### config.mk
export PLATFORM = sky130hd
export DESIGN_NAME = current_loop_output_select
export DESIGN_NICKNAME = d
export VERILOG_FILES = /design/src/include/loop_out_pkg.sv /design/src/include/div_if.sv /design/src/hw/bit_sync.sv /design/src/hw/current_loop_output_select.sv /design/src/hw/seq_divider.sv
export SDC_FILE = /design/constraint.sdc
export NUM_CORES = 1
export LEC_CHECK = 0
export BUFFER_PORTS_ARGS = -buffer_cell sky130_fd_sc_hd__buf_2
export CORE_ASPECT_RATIO = 1.2
export CORE_MARGIN = 4
export CORE_UTILIZATION = 59
export CTS_CLUSTER_DIAMETER = 40
export CTS_CLUSTER_SIZE = 14
export DETAILED_ROUTE_END_ITERATION = 7
export GPL_ROUTABILITY_DRIVEN = 0
export PLACE_DENSITY = 0.77
export RECOVER_POWER = 50
export SLEW_MARGIN = 40
export SYNTH_ARGS = -nofsm -noshare
export SYNTH_HDL_FRONTEND = slang
export SYNTH_HIERARCHICAL = 1
export SYNTH_SLANG_ARGS = --single-unit
### constraint.sdc
create_clock -name CLK_SYS -period 9 [get_ports CLK_SYS]
set_clock_uncertainty 0.05 [all_clocks]
set_input_delay 1.8 -clock CLK_SYS [delete_from_list [all_inputs] [get_ports CLK_SYS]]
set_output_delay 1.8 -clock CLK_SYS [all_outputs]
set_load 0.005 [all_outputs]
### src/include/loop_out_pkg.sv
// Package of constants and types for the current-loop output selector.
// Assumes: included before the interface and the design modules; APB byte addresses.

package loop_out_pkg;

   // ==========
   // Register byte addresses on the APB side.
   localparam logic [7:0] ADDR_CTRL = 8'h00;
   localparam logic [7:0] ADDR_SUBST = 8'h04;
   localparam logic [7:0] ADDR_START = 8'h08;
   localparam logic [7:0] ADDR_END = 8'h0C;
   localparam logic [7:0] ADDR_OFFSET = 8'h10;
   localparam logic [7:0] ADDR_STATUS = 8'h14;
   localparam logic [7:0] ADDR_INT_EN = 8'h18;
   localparam logic [7:0] ADDR_INT_CLR = 8'h1C;
   localparam logic [7:0] ADDR_OUTPUT = 8'h20;
   localparam logic [7:0] ADDR_TEMP = 8'h24;

   // ==========
   // Control and output register field positions.
   localparam int CTRL_INV_BIT = 0;
   localparam int CTRL_DI_BIT = 1;
   localparam int CTRL_HOLD_LSB = 4;
   localparam int CTRL_FAULT_LSB = 8;
   localparam int OUT_HOLD_BIT = 16;
   localparam int OUT_FAULT_BIT = 17;
   localparam int OUT_CONTACT_BIT = 18;

   // ==========
   // Event bit positions, shared by status, enable and clear.
   localparam int EV_SAMPLE = 0;
   localparam int EV_HOLD_ON = 1;
   localparam int EV_HOLD_OFF = 2;
   localparam int EV_FAULT_ON = 3;
   localparam int EV_FAULT_OFF = 4;
   localparam int EV_CLAMP = 5;
   localparam int EV_NUM = 6;

   // ==========
   // Loop currents in microamps, temperatures in tenths of a degree Celsius.
   localparam logic signed [15:0] UA_LOW = 16'sh0FA0;
   localparam logic signed [15:0] UA_HIGH = 16'sh4E20;
   localparam logic signed [15:0] UA_NAMUR_LOW = 16'sh0E10;
   localparam logic signed [15:0] UA_NAMUR_HIGH = 16'sh55F0;
   localparam logic [13:0] UA_SPAN = 14'h3E80;
   localparam logic signed [15:0] TEMP_MIN = 16'shFF38;
   localparam logic signed [15:0] TEMP_MAX = 16'sh05DC;
   localparam logic signed [15:0] OFFS_MIN = 16'shFF9C;
   localparam logic signed [15:0] OFFS_MAX = 16'sh0064;

   // ==========
   // Reset values.
   localparam logic [11:0] RST_CTRL = 12'h000;
   localparam logic signed [15:0] RST_SUBST = 16'sh0FA0;
   localparam logic signed [15:0] RST_START = 16'shFF38;
   localparam logic signed [15:0] RST_END = 16'sh05DC;
   localparam logic signed [15:0] RST_OFFSET = 16'sh0000;

   // ==========
   // Divider widths.
   localparam int DIV_NW = 27;
   localparam int DIV_DW = 12;

   // Output response while hold is active.
   typedef enum logic [1:0] {HOLD_LOW, HOLD_HIGH, HOLD_FROZEN, HOLD_SUBST} hold_resp_t;
   // Output response while a fault is present.
   typedef enum logic [2:0] {FLT_LOW, FLT_HIGH, FLT_NAMUR_LOW, FLT_NAMUR_HIGH, FLT_FROZEN, FLT_SUBST} fault_resp_t;

endpackage : loop_out_pkg

### src/include/div_if.sv
// Interface between the scaling logic and its sequential divider.
// Assumes: one clock domain; start is a one-cycle pulse while busy is low.
`timescale 1ns/1ns
`default_nettype none

interface div_if;
   logic start; // One-cycle request.
   logic [loop_out_pkg::DIV_NW-1:0] dividend; // Held stable while busy.
   logic [loop_out_pkg::DIV_DW-1:0] divisor; // Held stable while busy, never zero.
   logic busy; // High while dividing.
   logic done; // One-cycle pulse with the quotient valid.
   logic [loop_out_pkg::DIV_NW-1:0] quotient; // Result, stands until next start.
   modport master (output start, output dividend, output divisor, input busy, input done, input quotient);
   modport slave (input start, input dividend, input divisor, output busy, output done, output quotient);
endinterface : div_if

`default_nettype wire

### src/hw/bit_sync.sv
// Two-flop synchroniser for asynchronous level inputs.
// Assumes: inputs are slow levels; the first stage is read only by the second.
`timescale 1ns/1ns
`default_nettype none

module bit_sync #(
   parameter int WIDTH = 1
) (
   input wire logic clk,
   input wire logic rst_n,
   input wire logic [WIDTH-1:0] din,
   output logic [WIDTH-1:0] dout
);
   // First stage, may go metastable.
   logic [WIDTH-1:0] meta;

   // ==========
   // Both stages reset high, matching an open contact on an active-low pin.
   always_ff @(posedge clk or negedge rst_n) begin
      if (!rst_n) begin
         meta <= '1;
         dout <= '1;
      end else begin
         meta <= din;
         dout <= meta;
      end
   end
endmodule : bit_sync

`default_nettype wire

### src/hw/current_loop_output_select.sv
// Target value selector for a 4 to 20 mA current-loop output driven from temperature.
// Assumes: APB slave with zero wait states; temperature samples come from logic on CLK_SYS;
// the hold contact arrives on an asynchronous pin, low while the contact to ground is closed.
// Functional notes
// - Rising or inverted output direction selectable.
// - Digital input function: inactive or hold.
// - Hold active while contact to ground closed.
// - Hold output: low, high, frozen, substitute.
// - Fault output: low, high, NAMUR, frozen, substitute.
// - Substitute value limited to 3.6-22 mA.
// - Scale start temperature maps to 4 mA, or to 20 mA when inverted.
// - Scale end temperature maps to 20 mA, or to 4 mA when inverted.
// - Add offset correction before scaling.
`timescale 1ns/1ns
`default_nettype none

module current_loop_output_select (
   input wire logic CLK_SYS,
   input wire logic RSTN,
   input wire logic PSEL,
   input wire logic PENABLE,
   input wire logic PWRITE,
   input wire logic [7:0] PADDR,
   input wire logic [31:0] PWDATA,
   output logic [31:0] PRDATA,
   output logic PREADY,
   output logic PSLVERR,
   input wire logic TEMP_VALID,
   input wire logic signed [15:0] TEMP_DATA,
   output logic TEMP_READY,
   input wire logic FAULT,
   input wire logic HOLD_CONTACT_N,
   output logic [15:0] LOOP_UA,
   output logic IRQ
);

   // ==========
   // Clamp helper, used for every signed configuration write.
   function automatic logic signed [15:0] clamp_s16(input logic signed [15:0] v,
                                                    input logic signed [15:0] lo,
                                                    input logic signed [15:0] hi);
      logic signed [15:0] r;
      r = v;
      if (v < lo) begin
         r = lo;
      end else if (v > hi) begin
         r = hi;
      end
      return r;
   endfunction : clamp_s16

   // ==========
   // Configuration and status storage.
   logic [11:0] ctrl; // Direction, input function and responses.
   logic signed [15:0] subst; // Substitute current in microamps.
   logic signed [15:0] t_start; // Scale start in tenths of a degree.
   logic signed [15:0] t_end; // Scale end in tenths of a degree.
   logic signed [15:0] offset; // Correction in tenths of a degree.
   logic [loop_out_pkg::EV_NUM-1:0] status; // Sticky event bits.
   logic [loop_out_pkg::EV_NUM-1:0] int_en; // Interrupt enables.

   // Conversion sequencer states.
   typedef enum logic [1:0] {S_IDLE, S_EVAL, S_DIV} conv_state_t;
   conv_state_t state;

   logic signed [16:0] corr; // Corrected temperature of the sample in flight.
   logic signed [15:0] lin_ua; // Linear output for the latest sample.
   logic signed [15:0] frozen_ua; // Last output before hold or fault.
   logic contact_n_sync; // Synchronised contact level.
   logic hold_q; // Hold state of the previous cycle.
   logic fault_q; // Fault state of the previous cycle.

   div_if dvi ();

   // ==========
   // The contact is an asynchronous pin and passes two flops first.
   bit_sync #(.WIDTH(1)) u_sync (
      .clk(CLK_SYS),
      .rst_n(RSTN),
      .din(HOLD_CONTACT_N),
      .dout(contact_n_sync)
   );

   seq_divider u_div (
      .clk(CLK_SYS),
      .rst_n(RSTN),
      .dv(dvi)
   );

   // ==========
   // APB decode; zero wait states, so every access completes in its first access cycle.
   wire setup = PSEL && !PENABLE;
   wire wr = PSEL && PENABLE && PWRITE;
   wire sel_ctrl = (PADDR == loop_out_pkg::ADDR_CTRL);
   wire sel_subst = (PADDR == loop_out_pkg::ADDR_SUBST);
   wire sel_start = (PADDR == loop_out_pkg::ADDR_START);
   wire sel_end = (PADDR == loop_out_pkg::ADDR_END);
   wire sel_offset = (PADDR == loop_out_pkg::ADDR_OFFSET);
   wire sel_status = (PADDR == loop_out_pkg::ADDR_STATUS);
   wire sel_int_en = (PADDR == loop_out_pkg::ADDR_INT_EN);
   wire sel_int_clr = (PADDR == loop_out_pkg::ADDR_INT_CLR);
   wire sel_output = (PADDR == loop_out_pkg::ADDR_OUTPUT);
   wire sel_temp = (PADDR == loop_out_pkg::ADDR_TEMP);
   wire mapped = sel_ctrl | sel_subst | sel_start | sel_end | sel_offset | sel_status | sel_int_en
                 | sel_int_clr | sel_output | sel_temp;

   // Every register answers at once, so ready never needs to drop.
   assign PREADY = 1'b1;
   // Unmapped addresses complete with an error and change nothing.
   assign PSLVERR = PSEL && PENABLE && !mapped;

   // Write values, limited to their legal ranges.
   wire signed [15:0] wdata16 = PWDATA[15:0];
   wire signed [15:0] subst_w = clamp_s16(wdata16, loop_out_pkg::UA_NAMUR_LOW,
                                          loop_out_pkg::UA_NAMUR_HIGH);
   wire signed [15:0] start_w = clamp_s16(wdata16, loop_out_pkg::TEMP_MIN,
      loop_out_pkg::TEMP_MAX);
   wire signed [15:0] end_w = clamp_s16(wdata16, loop_out_pkg::TEMP_MIN,
      loop_out_pkg::TEMP_MAX);
   wire signed [15:0] offset_w = clamp_s16(wdata16, loop_out_pkg::OFFS_MIN,
      loop_out_pkg::OFFS_MAX);
   // A write that had to be limited raises an event so software sees it.
   wire clamp_hit = wr && ((sel_subst && subst_w != wdata16) || (sel_start && start_w != wdata16)
                    || (sel_end && end_w != wdata16) || (sel_offset && offset_w != wdata16));

   // ==========
   // Configuration writes; ctrl keeps only its defined fields.
   always_ff @(posedge CLK_SYS or negedge RSTN) begin
      if (!RSTN) begin
         ctrl <= loop_out_pkg::RST_CTRL;
         subst <= loop_out_pkg::RST_SUBST;
         t_start <= loop_out_pkg::RST_START;
         t_end <= loop_out_pkg::RST_END;
         offset <= loop_out_pkg::RST_OFFSET;
         int_en <= '0;
      end else if (wr) begin
         if (sel_ctrl) begin
            ctrl <= PWDATA[11:0] & 12'h733;
         end
         if (sel_subst) begin
            subst <= subst_w;
         end
         if (sel_start) begin
            t_start <= start_w;
         end
         if (sel_end) begin
            t_end <= end_w;
         end
         if (sel_offset) begin
            offset <= offset_w;
         end
         if (sel_int_en) begin
            int_en <= PWDATA[loop_out_pkg::EV_NUM-1:0];
         end
      end
   end

   // ==========
   // Control fields.
   wire invert = ctrl[loop_out_pkg::CTRL_INV_BIT];
   wire di_hold = ctrl[loop_out_pkg::CTRL_DI_BIT];
   wire [1:0] hold_sel = ctrl[loop_out_pkg::CTRL_HOLD_LSB +: 2];
   wire [2:0] fault_sel = ctrl[loop_out_pkg::CTRL_FAULT_LSB +: 3];

   // Hold needs the input set to hold and the contact closed (pin low).
   wire contact_closed = !contact_n_sync;
   wire hold_act = di_hold && contact_closed;

   // ==========
   // Scaling arithmetic on the corrected sample.
   wire signed [16:0] next_corr = {TEMP_DATA[15], TEMP_DATA} + {offset[15], offset};
   wire signed [17:0] num_raw = {corr[16], corr} - {{2{t_start[15]}}, t_start};
   wire signed [16:0] den_raw = {t_end[15], t_end} - {t_start[15], t_start};
   // A falling span is normalised so the divider only sees positive numbers.
   wire signed [17:0] num_adj = den_raw[16] ? -num_raw : num_raw;
   wire signed [16:0] den_abs = den_raw[16] ? -den_raw : den_raw;
   wire frac_zero = (den_abs == 17'sd0) || (num_adj <= 18'sd0);
   wire frac_full = (num_adj >= {den_abs[16], den_abs});
   assign dvi.dividend = 27'(num_adj[10:0]) * 27'(loop_out_pkg::UA_SPAN);
   assign dvi.divisor = den_abs[11:0];
   assign dvi.start = (state == S_EVAL) && !frac_zero && !frac_full;
   assign TEMP_READY = (state == S_IDLE);

   // Fraction of the span in microamps, from the trivial cases or the divider.
   wire [13:0] frac_ua = frac_zero ? 14'h0000
      : (frac_full ? loop_out_pkg::UA_SPAN : dvi.quotient[13:0]);
   // Rising adds to the low end, inverted subtracts from the high end.
   wire signed [15:0] next_lin = invert ? (loop_out_pkg::UA_HIGH - 16'(frac_ua))
                                        : (loop_out_pkg::UA_LOW + 16'(frac_ua));
   wire lin_load = ((state == S_EVAL) && (frac_zero || frac_full))
      || ((state == S_DIV) && dvi.done);

   // ==========
   // Sequencer: take a sample, check the easy cases, else divide.
   // Samples offered while busy are refused through TEMP_READY, so none is half used.
   always_ff @(posedge CLK_SYS or negedge RSTN) begin
      if (!RSTN) begin
         state <= S_IDLE;
         corr <= '0;
      end else begin
         case (state)
            S_IDLE: begin
               if (TEMP_VALID) begin
                  corr <= next_corr;
                  state <= S_EVAL;
               end
            end
            S_EVAL: begin
               state <= (frac_zero || frac_full) ? S_IDLE : S_DIV;
            end
            S_DIV: begin
               if (dvi.done) begin
                  state <= S_IDLE;
               end
            end
            default: begin
               state <= S_IDLE;
            end
         endcase
      end
   end

   // Linear result register, updated once per finished sample.
   always_ff @(posedge CLK_SYS or negedge RSTN) begin
      if (!RSTN) begin
         lin_ua <= loop_out_pkg::UA_LOW;
      end else if (lin_load) begin
         lin_ua <= next_lin;
      end
   end

   // ==========
   // Output selection; a fault outranks hold so alarm levels are never masked.
   logic signed [15:0] next_out;
   always_comb begin
      next_out = lin_ua;
      if (FAULT) begin
         case (fault_sel)
            loop_out_pkg::FLT_LOW: next_out = loop_out_pkg::UA_LOW;
            loop_out_pkg::FLT_HIGH: next_out = loop_out_pkg::UA_HIGH;
            loop_out_pkg::FLT_NAMUR_LOW: next_out = loop_out_pkg::UA_NAMUR_LOW;
            loop_out_pkg::FLT_NAMUR_HIGH: next_out = loop_out_pkg::UA_NAMUR_HIGH;
            loop_out_pkg::FLT_FROZEN: next_out = frozen_ua;
            loop_out_pkg::FLT_SUBST: next_out = subst;
            default: next_out = frozen_ua;
         endcase
      end else if (hold_act) begin
         case (hold_sel)
            loop_out_pkg::HOLD_LOW: next_out = loop_out_pkg::UA_LOW;
            loop_out_pkg::HOLD_HIGH: next_out = loop_out_pkg::UA_HIGH;
            loop_out_pkg::HOLD_FROZEN: next_out = frozen_ua;
            loop_out_pkg::HOLD_SUBST: next_out = subst;
            default: next_out = frozen_ua;
         endcase
      end
   end

   // Output register and frozen copy; the copy only follows in normal operation.
   always_ff @(posedge CLK_SYS or negedge RSTN) begin
      if (!RSTN) begin
         LOOP_UA <= loop_out_pkg::UA_LOW;
         frozen_ua <= loop_out_pkg::UA_LOW;
         hold_q <= 1'b0;
         fault_q <= 1'b0;
      end else begin
         LOOP_UA <= next_out;
         hold_q <= hold_act;
         fault_q <= FAULT;
         if (!hold_act && !FAULT) begin
            frozen_ua <= lin_ua;
         end
      end
   end

   // ==========
   // Events, sticky status with write-one-to-clear; a set in the clear cycle wins.
   logic [loop_out_pkg::EV_NUM-1:0] ev_set;
   always_comb begin
      ev_set = '0;
      ev_set[loop_out_pkg::EV_SAMPLE] = lin_load;
      ev_set[loop_out_pkg::EV_HOLD_ON] = hold_act && !hold_q;
      ev_set[loop_out_pkg::EV_HOLD_OFF] = !hold_act && hold_q;
      ev_set[loop_out_pkg::EV_FAULT_ON] = FAULT && !fault_q;
      ev_set[loop_out_pkg::EV_FAULT_OFF] = !FAULT && fault_q;
      ev_set[loop_out_pkg::EV_CLAMP] = clamp_hit;
   end
   wire [loop_out_pkg::EV_NUM-1:0] ev_clr = (wr && sel_int_clr)
      ? PWDATA[loop_out_pkg::EV_NUM-1:0] : '0;

   always_ff @(posedge CLK_SYS or negedge RSTN) begin
      if (!RSTN) begin
         status <= '0;
      end else begin
         status <= (status & ~ev_clr) | ev_set;
      end
   end

   // Level interrupt, high while any enabled event is still pending.
   assign IRQ = |(status & int_en);

   // ==========
   // Read data is captured in the setup cycle, so it stands through the access cycle.
   logic [31:0] rd_mux;
   always_comb begin
      rd_mux = 32'h0000_0000;
      if (sel_ctrl) begin
         rd_mux = {20'h0_0000, ctrl};
      end else if (sel_subst) begin
         rd_mux = {{16{subst[15]}}, subst};
      end else if (sel_start) begin
         rd_mux = {{16{t_start[15]}}, t_start};
      end else if (sel_end) begin
         rd_mux = {{16{t_end[15]}}, t_end};
      end else if (sel_offset) begin
         rd_mux = {{16{offset[15]}}, offset};
      end else if (sel_status) begin
         rd_mux = {26'h000_0000, status};
      end else if (sel_int_en) begin
         rd_mux = {26'h000_0000, int_en};
      end else if (sel_output) begin
         rd_mux = {13'h0000, contact_closed, FAULT, hold_act, LOOP_UA};
      end else if (sel_temp) begin
         rd_mux = {{15{corr[16]}}, corr};
      end
   end

   always_ff @(posedge CLK_SYS or negedge RSTN) begin
      if (!RSTN) begin
         PRDATA <= 32'h0000_0000;
      end else if (setup && !PWRITE) begin
         PRDATA <= rd_mux;
      end
   end

endmodule : current_loop_output_select

`default_nettype wire

### src/hw/seq_divider.sv
// Restoring unsigned divider, one quotient bit per clock.
// Assumes: the master holds dividend and divisor steady and never divides by zero.
`timescale 1ns/1ns
`default_nettype none

module seq_divider (
   input wire logic clk,
   input wire logic rst_n,
   div_if.slave dv
);
   localparam int NW = loop_out_pkg::DIV_NW;
   localparam int DW = loop_out_pkg::DIV_DW;

   logic [DW:0] rem; // Partial remainder, always below the divisor.
   logic [NW-1:0] quo; // Dividend shifting out, quotient shifting in.
   logic [5:0] cnt; // Bits still to produce.
   logic [DW:0] shifted; // Remainder with the next dividend bit.
   logic [DW:0] diff; // Trial subtraction.

   assign shifted = {rem[DW-1:0], quo[NW-1]};
   assign diff = shifted - {1'b0, dv.divisor};
   assign dv.busy = (cnt != 6'h00);
   assign dv.quotient = quo;

   // ==========
   // Load on start, then one restoring step per cycle; done pulses on the last.
   always_ff @(posedge clk or negedge rst_n) begin
      if (!rst_n) begin
         rem <= '0;
         quo <= '0;
         cnt <= 6'h00;
         dv.done <= 1'b0;
      end else begin
         dv.done <= (cnt == 6'h01);
         if (dv.start && !dv.busy) begin
            rem <= '0;
            quo <= dv.dividend;
            cnt <= 6'(NW);
         end else if (dv.busy) begin
            // A negative trial keeps the remainder and shifts in a zero.
            rem <= diff[DW] ? shifted : diff;
            quo <= {quo[NW-2:0], ~diff[DW]};
            cnt <= cnt - 6'h01;
         end
      end
   end
endmodule : seq_divider

`default_nettype wire

======== Word level (Yosys, flattened, before mapping) ========
Index checks and enable logic that the tools add are counted.
word-level totals
  flip-flop bits (word level) ............. 232
  input port bits ......................... 64
  output and inout bits ................... 52
  word-level logic and storage cells ...... 168
cells by class
  add/subtract/negate cells ............... 9
  multiply operators ...................... 1
  $lt $le $gt $ge ......................... 8
  equal/unequal tests ..................... 24
  mux-type cells .......................... 36
  bitwise operators ....................... 14
  reduce and logical (&&, ||, !) cells .... 55
operators by type and width
  cell                     count
  $mux W32                 9
  $mux W16                 9
  $pmux W16 S5             1
  $pmux W16 S4             1
  $mux W27                 2
  $ne A16 B16 Y1           3
  $mux W12                 3
  $eq A8 B5 Y1 const B     4
  $mux W14                 2
  $logic_and A1 B1 Y1      22
  $ge A18 B18 Y1           1
  $le A18 B1 Y1 const B    1
  $mul A11 B7 Y18 const B  1
  $mux W18                 1
  $mux W6                  3
  $neg A18 Y18             1
  $sub A17 B16 Y18         1
  $add A16 B16 Y17         1
  $logic_not A17 Y1        1
  $mux W17                 1
  $neg A17 Y17             1
  $sub A16 B16 Y17         1
  $eq A8 B4 Y1 const B     2
  $eq A8 B6 Y1 const B     2
  other kinds (35)         73

======== Longest topological paths before layout ========
Gate-level depths: netlist of the first run.
  depth in word-level cells ............... 12
  gate-level depth with buffers ........... 34
  mapped depth without buffers ............ 32

======== Modules after synthesis ========
Netlist of the first run, hierarchy kept.
by module, submodules not included
  module                      times used  cells an instance  area each (um2)  sequential area each (um2)
  current_loop_output_select  1           1686               14393.8          4306.6
  seq_divider                 1           305                2810.2           1151.1
  bit_sync                    1           2                  52.6             52.6

======== Least setup slack after synthesis of the first run ========
No wires, ideal clock.
  path type ............................... register -> register
  start ................................... register t_start[0]
  end ..................................... register u_div.quo[24], in the netlist u_div/dv.quotient[24]
  library setup time ...................... 0.083 ns
  arrival time ............................ 7.449 ns
  required time ........................... 8.867 ns
  slack ................................... 1.418 ns
  stages on the path, launching flop included .. 31
  path buffers ............................ 2
  clock period less this slack ............ 7.582 ns
  cell sequence ........................... dfrtp_1 -> ha_1 -> fa_1 -> nand2b_1 -> a211o_1 -> a21oi_1 -> a21o_1 -> clkbuf_1 -> buf_1 -> nor2_1 -> xnor2_1 -> inv_1 -> fa_1 -> fa_1 -> fa_1 -> inv_1 -> fa_1 -> ha_1 -> a21oi_1 -> o21bai_1 -> a21oi_1 -> o21bai_1 -> a21oi_1 -> o21bai_1 -> a21oi_1 -> o21ai_0 -> a21o_1 -> a21oi_1 -> xnor2_1 -> mux2i_1 -> o21ai_0
between the ends
  elaborated cells on any way between the ends .. 18
  those cells by class .................... add/sub: 4; mul: 1; order compare: 2; mux: 3; reduce/logical: 8
RTL lines
  what                        RTL line                           text
  from (decl)                 current_loop_output_select.sv:56   logic signed [15:0] t_start;
  from (signal assigned)      current_loop_output_select.sv:132  t_start <= loop_out_pkg::RST_START;
  from (signal assigned)      current_loop_output_select.sv:144  t_start <= start_w;
  $sub A17 B16 Y18            current_loop_output_select.sv:172  wire signed [17:0] num_raw = {corr[16], corr} - {{2{t_start[15]}}, t_start};
  $neg A18 Y18                current_loop_output_select.sv:175  wire signed [17:0] num_adj = den_raw[16] ? -num_raw : num_raw;
  $mux W18 (*)                current_loop_output_select.sv:175
  $mul A11 B7 Y18 (*)         current_loop_output_select.sv:179  assign dvi.dividend = 27'(num_adj[10:0]) * 27'(loop_out_pkg::UA_SPAN);
  via dvi.dividend (one bit)  div_if.sv:8                        logic [loop_out_pkg::DIV_NW-1:0] dividend;
  $mux W27 (*)                seq_divider.sv:35                  if (dv.start && !dv.busy) begin
  to (signal assigned)        seq_divider.sv:37                  quo <= dv.dividend;
  to (signal assigned)        seq_divider.sv:42                  quo <= {quo[NW-2:0], ~diff[DW]};
  to (decl)                   seq_divider.sv:15                  logic [NW-1:0] quo;
Mark *: on every way through the listed nets, which the timed path passes. The rest lies on a longest branch.
A chain may end at the register's enable or synchronous reset.

======== Worst setup path in the final report of the first run ========
Same ends and word-level chain as after synthesis.

==> metrics.md, run 1 <==
| Metric | Value |
|---|---|
| Outcome | `finished, violations left` |
| Failing checks | `max-capacitance violations, max-slew violations` |
| Largest net degree at the start of global routing | `81` |
| Root Buffer | `clkbuf_16` |
| Most frequent CP cell | `a21oi_1` |
| Post-Route WL | `about 49000 um` |
| Layout Nets | `2289` |
| DRC violations left | `0` |
| R2r startpoint | `t_start[0]` |
| Die height | `195.3 um` |
| ANT cells | `0` |
| Final Max Tran Viols | `63` |
| CP Buf/Inv Count | `3` |
| Synth area leader | `dfrtp_1` |
| Avg Synthesized Cell Area | `roughly 8.7 um^2` |
| Area contributors post-synth | `dfrtp_1, ha_1, dfstp_2, nand2_1, o21ai_0` |
| I/O pin count | `116` |
| Most common cell in the netlist | `nand2_1` |
| Post-synth top flop | `dfrtp_1` |
| Syn. warnings | `6` |
| Worst reg2reg path depth | `29` |
| Relative slew slack | `-130.7%` |
| Fin crit share | `85.58%` |
| Clk buf depth | `3` |
| CP Class | `reg -> reg` |
| Port bufs | `98` |
| Synthesized cell area | `between 0.015 and 0.02 mm^2` |
| Cts hold-fix bufs | `0` |
| Clock net sink count | `218` |
| EDFF count, synth | `0` |
| CP max stage cell | `fa_1` |
| Setup crit start kind | `register` |
| Worst EP arrival | `8130 ps` |
| CTS Buf Count | `31` |
| Register area share after synthesis | `31.93%` |
| Worst reg2reg endpoint | `u_div/dv.quotient[24]` |
| Worst Hold End | `u_sync/dout` |
| CP delay by family, top | `compound AO/OA/AOI/OAI gates` |
| Crit. Startpoint | `t_start[0]` |
| Drt first-iter violations | `1598` |
| Die width | `164.1 um` |
| Type of the worst min-delay path | `reg -> reg` |
| Unique masters post-synth | `96` |
| Total number of vias | `15440` |
| Max incr delay on CP | `550 ps` |
| CTS tree | `built` |
| Hold Startpoint | `u_sync/meta` |
| DPL Wire Length | `~37000 um` |
| Fraction of layout instances using a drive strength above 1 | `12.80%` |
| Layout filler cell count | `~2300` |
| Drt via density | `6.267` |
| Sum Neg Setup Slack | `0 ps` |
| Post CTS Setup Buffer Count | `0` |
| First-pass GRT wire length | `78400 um` |
| DIE AREA | `0.03206 mm^2` |
| CTS H-tree depth | `1` |
| Max Cap Viol | `1` |
| Initial antenna violation count | `0` |
| Drt wl/cell | `19.87 um` |
| Worst path required time | `9430 ps` |
| Register bit total from synthesis | `218` |
| Worst-Margin Slew | `3461 ps` |
| Minimum clock period | `7703 ps` |
| Async set or reset register ratio after synthesis | `100.0%` |
| Vias in the first global route | `15030` |
| Synth top area share | `approximately a quarter` |
| Worst-path clk slew | `approximately 60 ps` |
| Total global routing overflow | `0` |
| Crit. End Element | `register` |
| RSZ-0062 raised after global routing | `no` |
| Placed Area | `0.01799 mm^2` |
| R2r setup slk | `1300 ps` |
| Final setup viols | `0` |
| Synthesis-to-finish area growth | `10.50%` |
| Core area | `0.02884 mm^2` |
| Placement Rows | `68` |
| Drt first pass iters | `8` |
| Post_cts resized | `0` |
| Mapped Cells | `roughly 2000` |
| Max Fclk | `0.1298 GHz` |
| Worst skew pair latency | `570 ps` |
| Initial Util | `about three fifths` |
| ANT nets after route | `0` |
| Design Area, Final | `between 0.015 and 0.02 mm^2` |
| CP Max Fanout | `6` |
| Fin. Hold Viols | `0` |
| Post-synth top cells | `nand2_1, dfrtp_1, inv_1` |
| Worst hold path depth | `0` |
| Total track usage | `29.98%` |
-- how the worst max path moves through the flow --
stage	endpoint	cells after the start	slack [ps]
after floorplan	u_div/dv.quotient[24]	30	1420
after global placement	u_div/dv.quotient[24]	30	1450
after detailed placement	u_div/dv.quotient[24]	30	1330
after CTS	u_div/dv.quotient[24]	30	1280
after global routing	u_div/dv.quotient[24]	29	850
final	u_div/dv.quotient[24]	29	1300
-- logic make-up after synthesis --
family	count (synthesis)	share of synthesized area, %
AOI/OAI and AO/OA	566	21.72
buffers and inverters	254	5.960
other	2	0.04352
adders and majority gates	172	14.12
DFF	218	31.93
muxes	82	4.952
and+or+nand+nor	608	16.65
xor gates and xnor gates	91	4.619
-- flip-flops by register name, indices dropped and copies added (netlist names), 7 cells and up --
register           cells
LOOP_UA               16
PRDATA                20
corr                  17
ctrl                   7
frozen_ua             15
lin_ua                15
offset                16
subst                 16
t_end                 16
t_start               16
u_div/dv.quotient     27
u_div/rem             12
-- placed cells by master, fill, tap and decap left out, drive strengths merged, types with 15 or more instances in the layout --
master	count
a211oi	17
a21o	48
a21oi	112
a22oi	18
a31oi	34
and2	19
and3	17
buf	112
clkbuf	41
dfrtp	174
dfstp	44
fa	38
ha	134
inv	166
mux2	24
mux2i	58
nand2	251
nand2b	25
nand3	35
nand4	15
nor2	128
nor2b	21
nor3	37
o21a	15
o21ai	157
o31ai	23
xnor2	58
xor2	33
-- worst register-to-register path: cells and delay by family, from the launching register on --
family                     cells  cell delay, ps
AOI/OAI and AO/OA             14            3110
xor gates and xnor gates       2             290
adders and majority gates      7            3030
buffers and inverters          3             350
DFF                            1             420
muxes                          1              90
and+or+nand+nor                2             280
-- layout make-up --
cell class / instances / area, um^2 / area share (%)
Clock buffer: 38 / 862.1 / 4.521
Clock inverter: 20 / 211.5 / 1.109
Inverter: 158 / 595.6 / 3.123
Multi-Input combinational cell: 1529 / 10780 / 56.56
Sequential cell: 218 / 5510 / 28.90
Tap cell: 385 / 481.7 / 2.526
Timing Repair Buffer: 115 / 623.1 / 3.268
-- routing by layer --
layer / track usage [%] / vias to the layer above / part of all wire, %
met4: 15.32 / 0 / 5.9
met5: 0 / - / 0
met2: 49.62 / 664 / 47
met1: 38.22 / 7367 / 40
li1: - / 7230 / -
met3: 4.117 / 174 / 7.0
-- metrics by stage --
stage	hold slack, ps	util (%)	setup WS, ps	cells
2_1_floorplan	295.2	-	1418	2001
3_3_place_gp	297.0	62.25	1449	2404
3_5_place_dp	300.7	62.37	1325	2405
4_1_cts	312.7	66.09	1277	2463
5_1_grt	320.2	66.11	846.2	2463
6_report	314.2	66.11	1298	2463
Power of run 1 is left out: the tool's default activity adds up to more than one toggle a clock period on the data nets, which glitch-free logic cannot reach.
==> run 2: changes to the inputs <==
--- a/config.mk
+++ b/config.mk
@@ -13,6 +13,7 @@
 export CTS_CLUSTER_SIZE = 14
 export DETAILED_ROUTE_END_ITERATION = 7
 export GPL_ROUTABILITY_DRIVEN = 0
+export MAX_ROUTING_LAYER = met4
 export PLACE_DENSITY = 0.77
 export RECOVER_POWER = 50
 export SLEW_MARGIN = 40
==> run 2 against run 1 <==
Against the previous run: the flow finishes with violations (design-rule violations, max-capacitance violations, max-slew violations); die area unchanged; flip-flop and latch count unchanged; first-iteration DRC count down 2.7%; utilization unchanged; critical path depth unchanged; design area unchanged; clock-buffer cell count unchanged; largest cell class unchanged; setup slack better by 2.2 ps; register-to-register slack about the same; critical endpoint unchanged; via count up 0.93%.
==> metrics.md, run 2 (same netlist as run 1, synthesis figures left out) <==
| Metric | Value |
|---|---|
| Die width | `between 150 and 200 um` |
| Sum Neg Setup Slack | `0 ps` |
| Design Area, Final | `about 0.019 mm^2` |
| Commonest non-fill, non-tap cells in the layout | `nand2_1, dfrtp_1, inv_1` |
| Drt wl/cell | `slightly below 20 um` |
| R2r setup slk | `1300 ps` |
| Fraction of layout instances using a drive strength above 1 | `around an eighth` |
| Placed Area | `0.01799 mm^2` |
| Worst skew pair latency | `roughly 570 ps` |
| Outcome | `finished, violations left` |
| Final Max Tran Viols | `63` |
| Failing checks | `design-rule violations, max-capacitance violations, max-slew violations` |
| Total global routing overflow | `0` |
| Vias in the first global route | `15000` |
| Synthesis-to-finish area growth | `10.50%` |
| Fin crit share | `85.56%` |
| Crit. End Element | `register` |
| Total track usage | `30.88%` |
| First-pass GRT wire length | `78450 um` |
| Largest register FFs | `27` |
| Largest net degree at the start of global routing | `81` |
| CP Max Fanout | `6` |
| DRC violations left | `5` |
| Setup crit start kind | `register` |
| Most common cell after layout, fill and taps aside | `nand2_1` |
| Core area | `0.02884 mm^2` |
| Layout Nets | `2289` |
| Placement Rows | `68` |
| CP Buf/Inv Count | `3` |
| Clock net sink count | `approximately 220` |
| Total number of vias | `15580` |
| ANT cells | `0` |
| Initial antenna violation count | `0` |
| Relative slew slack | `-126.9%` |
| Drt first pass iters | `8` |
| Worst-path clk slew | `60 ps` |
| ANT nets after route | `0` |
| CTS tree | `built` |
| Place WS | `approximately 1300 ps` |
| Final setup viols | `0` |
| CP delay by family, top | `compound AO/OA/AOI/OAI gates` |
| Cts hold-fix bufs | `0` |
| Post CTS Setup Buffer Count | `0` |
| Max Cap Viol | `1` |
| PnR worst setup slack | `1300 ps` |
| Max Fclk | `~0.13 GHz` |
| Post-Route WL | `48940 um` |
| CTS H-tree depth | `1` |
| Root Buffer | `clkbuf_16` |
| DPL Wire Length | `between 30000 and 40000 um` |
| Most frequent CP cell | `a21oi_1` |
| Post_cts resized | `0` |
| DIE AREA | `~0.032 mm^2` |
| Minimum clock period | `7700 ps` |
| I/O pin count | `116` |
| CP max stage cell | `fa_1` |
| Initial Util | `59.83%` |
| Drt first-iter violations | `roughly 1600` |
| Drt via density | `6.325` |
| Type of the worst min-delay path | `reg -> reg` |
| Hold_ws | `315.5 ps` |
| Worst path required time | `9430 ps` |
| Fin. Hold Viols | `0` |
| Worst-Margin Slew | `roughly 3400 ps` |
| RSZ-0062 raised after global routing | `no` |
| CP Class | `reg -> reg` |
| Port bufs | `98` |
| CTS Buf Count | `31` |
| Worst EP arrival | `8130 ps` |
| Max incr delay on CP | `550 ps` |
| Clk buf depth | `3` |
| Die height | `195.3 um` |
run 2: cell counts in the layout (fill, tap and decap cells not counted):
Identical to the previous run, type by type.
run 2: final timing paths:
check	from	to	cells after the start
max reg2reg	t_start[0]	u_div/dv.quotient[24]	29
max in group asynchronous	RSTN	u_div/dv.done	2
min	u_sync/meta	u_sync/dout	0
min in group asynchronous	RSTN	corr[11]	1
min reg2reg	u_sync/meta	u_sync/dout	0
max	t_start[0]	u_div/dv.quotient[24]	29
run 2: routing by layer:
layer | vias up | wire [um] | track usage (%)
li1 | 7234 | - | -
met1 | 7470 | 19300 | 38.56
met2 | 684 | 23230 | 49.66
met3 | 191 | 3509 | 3.842
met4 | 0 | 2898 | 15.01
met5 | - | 0 | -
run 2: cell type report:
type                            instances  area, um^2
Clock buffer                           38       862.1
Clock inverter                         20       211.5
Fill cell                            2309        9774
Inverter                              158       595.6
Multi-Input combinational cell       1529       10780
Sequential cell                       218        5510
Tap cell                              385       481.7
Timing Repair Buffer                  115       623.1
run 2: stage by stage:
stage | instances | util (%)
floorplan | 2001 | -
global placement | 2404 | 62.25
detailed placement | 2405 | 62.37
CTS | 2463 | 66.09
global route | 2463 | 66.11
finish | 2463 | 66.11
run 2: worst register-to-register path, delay by kind of cell (launching register included):
kind	cells	cell delay (ps)
AOI/OAI and AO/OA	14	3100
xor gates and xnor gates	2	290
adders and majority gates	7	3030
buffers and inverters	3	350
DFF	1	420
muxes	1	90
and+or+nand+nor	2	280
Power of run 2 is left out for the same reason.
==> run 3: changes to the inputs <==
--- a/config.mk
+++ b/config.mk
@@ -8,7 +8,7 @@
 export BUFFER_PORTS_ARGS = -buffer_cell sky130_fd_sc_hd__buf_2
 export CORE_ASPECT_RATIO = 1.2
 export CORE_MARGIN = 4
-export CORE_UTILIZATION = 59
+export CORE_UTILIZATION = 56
 export CTS_CLUSTER_DIAMETER = 40
 export CTS_CLUSTER_SIZE = 14
 export DETAILED_ROUTE_END_ITERATION = 7
==> constraint.sdc (replaced) <==
create_clock -name CLK_SYS -period 6.8 [get_ports CLK_SYS]
set_clock_uncertainty 0.05 [all_clocks]
set_input_delay 1.36 -clock CLK_SYS [delete_from_list [all_inputs] [get_ports CLK_SYS]]
set_output_delay 1.36 -clock CLK_SYS [all_outputs]
set_load 0.005 [all_outputs]
==> run 3 against run 2 <==
Against the previous run: the flow finishes with violations (max-capacitance violations, max-slew violations); flip-flop and latch count did not move; utilization fell by 0.052 points; first-iteration DRC count fell by 5.5%; maximum frequency rose by 17%; setup slack got worse by 1100 ps; wire length rose by 3.7%; register-to-register slack got worse by 1100 ps; die area rose by 5.1%; via count rose by 1.7%; global-route usage fell by 1.5 points; critical path type unchanged.
==> metrics.md, run 3 (same netlist as run 1, synthesis figures left out) <==
| Metric | Value |
|---|---|
| CTS H-tree depth | `1` |
| Synthesis-to-finish area growth | `16.68%` |
| Multi-input gate area | `0.01131 mm^2` |
| CTS Buf Count | `30` |
| Hold Startpoint | `u_sync/meta` |
| CP Max Fanout | `4` |
| Final setup viols | `0` |
| Post-Route WL | `approximately 51000 um` |
| Worst Hold End | `u_sync/dout` |
| Drt first-iter violations | `1469` |
| Die width | `168.2 um` |
| DRC violations left | `0` |
| Clock net sink count | `between 200 and 250` |
| Worst reg2reg path depth | `30` |
| R2r setup slk | `200 ps` |
| Final Max Tran Viols | `223` |
| CP delay by family, top | `adder cells` |
| Total track usage | `29.34%` |
| RSZ-0062 raised after global routing | `yes` |
| Cts hold-fix bufs | `0` |
| Top Layer Used | `met4` |
| Placed Area | `around 0.018 mm^2` |
| Drt first pass iters | `8` |
| Drt via density | `~6.2` |
| Total global routing overflow | `0` |
| Max incr delay on CP | `about 560 ps` |
| Outcome | `finished, violations left` |
| CP Class | `reg -> reg` |
| Vias in the first global route | `15170` |
| Clk buf depth | `3` |
| Relative slew slack | `-142.9%` |
| Worst hold path depth | `0` |
| M1 WL | `20150 um` |
| Worst-Margin Slew | `3643 ps` |
| Layout filler cell count | `2416` |
| Fin. Hold Viols | `0` |
| Worst skew pair latency | `570 ps` |
| CP max stage cell | `fa_1` |
| Worst EP arrival | `~7000 ps` |
| Core area | `0.03048 mm^2` |
| Largest net degree at the start of global routing | `111` |
| ANT nets after route | `0` |
| Most common cell after layout, fill and taps aside | `nand2_1` |
| R2r startpoint | `t_start[1]` |
| Total number of vias | `15850` |
| Fraction of layout instances using a drive strength above 1 | `18.98%` |
| Commonest non-fill, non-tap cells in the layout | `nand2_1, dfrtp_1, inv_1` |
| Drt wl/cell | `about 20 um` |
| CP Buf/Inv Count | `6` |
| DPL Wire Length | `between 30000 and 40000 um` |
| DIE AREA | `between 0.03 and 0.04 mm^2` |
| Crit. End Element | `register` |
| CTS tree | `built` |
| Design Area, Final | `0.02013 mm^2` |
| I/O pin count | `116` |
| Initial antenna violation count | `2` |
| Storage element area | `between 0.005 and 0.006 mm^2` |
| Type of the worst min-delay path | `reg -> reg` |
| Setup crit start kind | `register` |
| Root Buffer | `clkbuf_16` |
| Failing checks | `max-capacitance violations, max-slew violations` |
| Minimum clock period | `6603 ps` |
| Port bufs | `98` |
| First-pass GRT wire length | `slightly below 80000 um` |
| Initial Util | `56.62%` |
| Metal3 WL | `around 3300 um` |
| Max Cap Viol | `3` |
| Fin crit share | `between 90 and 100%` |
| Worst path required time | `approximately 7200 ps` |
| Placement Rows | `70` |
| WL met2 | `24700 um` |
| Die height | `between 200 and 250 um` |
| Max Fclk | `0.1515 GHz` |
| Worst-path clk slew | `60 ps` |
| Worst reg2reg endpoint | `u_div/dv.quotient[24]` |
| Layout Nets | `2351` |
| Largest register FFs | `27` |
[run 3: changes by cell type in the layout (fill, tap and decap cells not counted), moves of 7 or more]
cell     delta
buf_4      +60
a21oi_1    -14
ha_1       -14
a21oi_2    +11
ha_4        +9
o21ai_0     -8
nor2_1      -7
nor2_2      +7
[run 3: what timing repair did]
| action | in CTS | in global routing |
|---|---|---|
| gates resized for setup | 7 | 88 |
| setup endpoints to repair | 5 | 11 |
| buffers inserted | 1 | 14 |
| endpoints found under the hold margin | 0 | 0 |
| pin swaps | 1 | 38 |
[run 3: final cells by class]
cell class	instances	share of cell area, %
flip-flops and latches	218	27.37
well taps	396	2.461
multi-input cells	1529	56.17
clock buffers	33	3.784
inverters	158	2.958
clock inverters	23	1.597
diodes	2	0.02486
repair buffers	178	5.630
[run 3: metrics by stage]
| stage | instances | setup TNS, ps | setup WS (ps) | hold WS (ps) | utilization [%] |
|---|---|---|---|---|---|
| final | 2537 | 0 | 197.3 | 317.8 | 66.06 |
| after floorplan | 2001 | 0 | 15.23 | 295.2 | - |
| after global routing | 2537 | -131.0 | -86.12 | 320.9 | 66.06 |
| after detailed placement | 2463 | -114.8 | -57.42 | 306.9 | 60.56 |
| after CTS | 2520 | 0 | 5.215 | 313.4 | 64.26 |
| after global placement | 2462 | 0 | 87.51 | 297.6 | 60.48 |
[run 3: metal layers]
metal  track usage [%]  vias to the layer above
li1                  -                     7351
met1             36.77                     7634
met2             49.01                      701
met3             3.533                      159
met4             10.70                        0
met5                 -                        -
[run 3: worst max-delay path by stage]
stage | startpoint | end | slack (ps) | depth (start not counted)
CTS | t_end[0] | u_div/dv.quotient[24] | 5 | 31
floorplan | t_start[0] | u_div/dv.quotient[23] | 20 | 30
global route | t_end[0] | u_div/dv.quotient[24] | -90 | 31
detailed placement | t_start[13] | u_div/dv.quotient[24] | -60 | 30
finish | t_start[1] | u_div/dv.quotient[24] | 200 | 30
global placement | t_start[13] | u_div/dv.quotient[24] | 90 | 30
Power of run 3 is left out for the same reason.
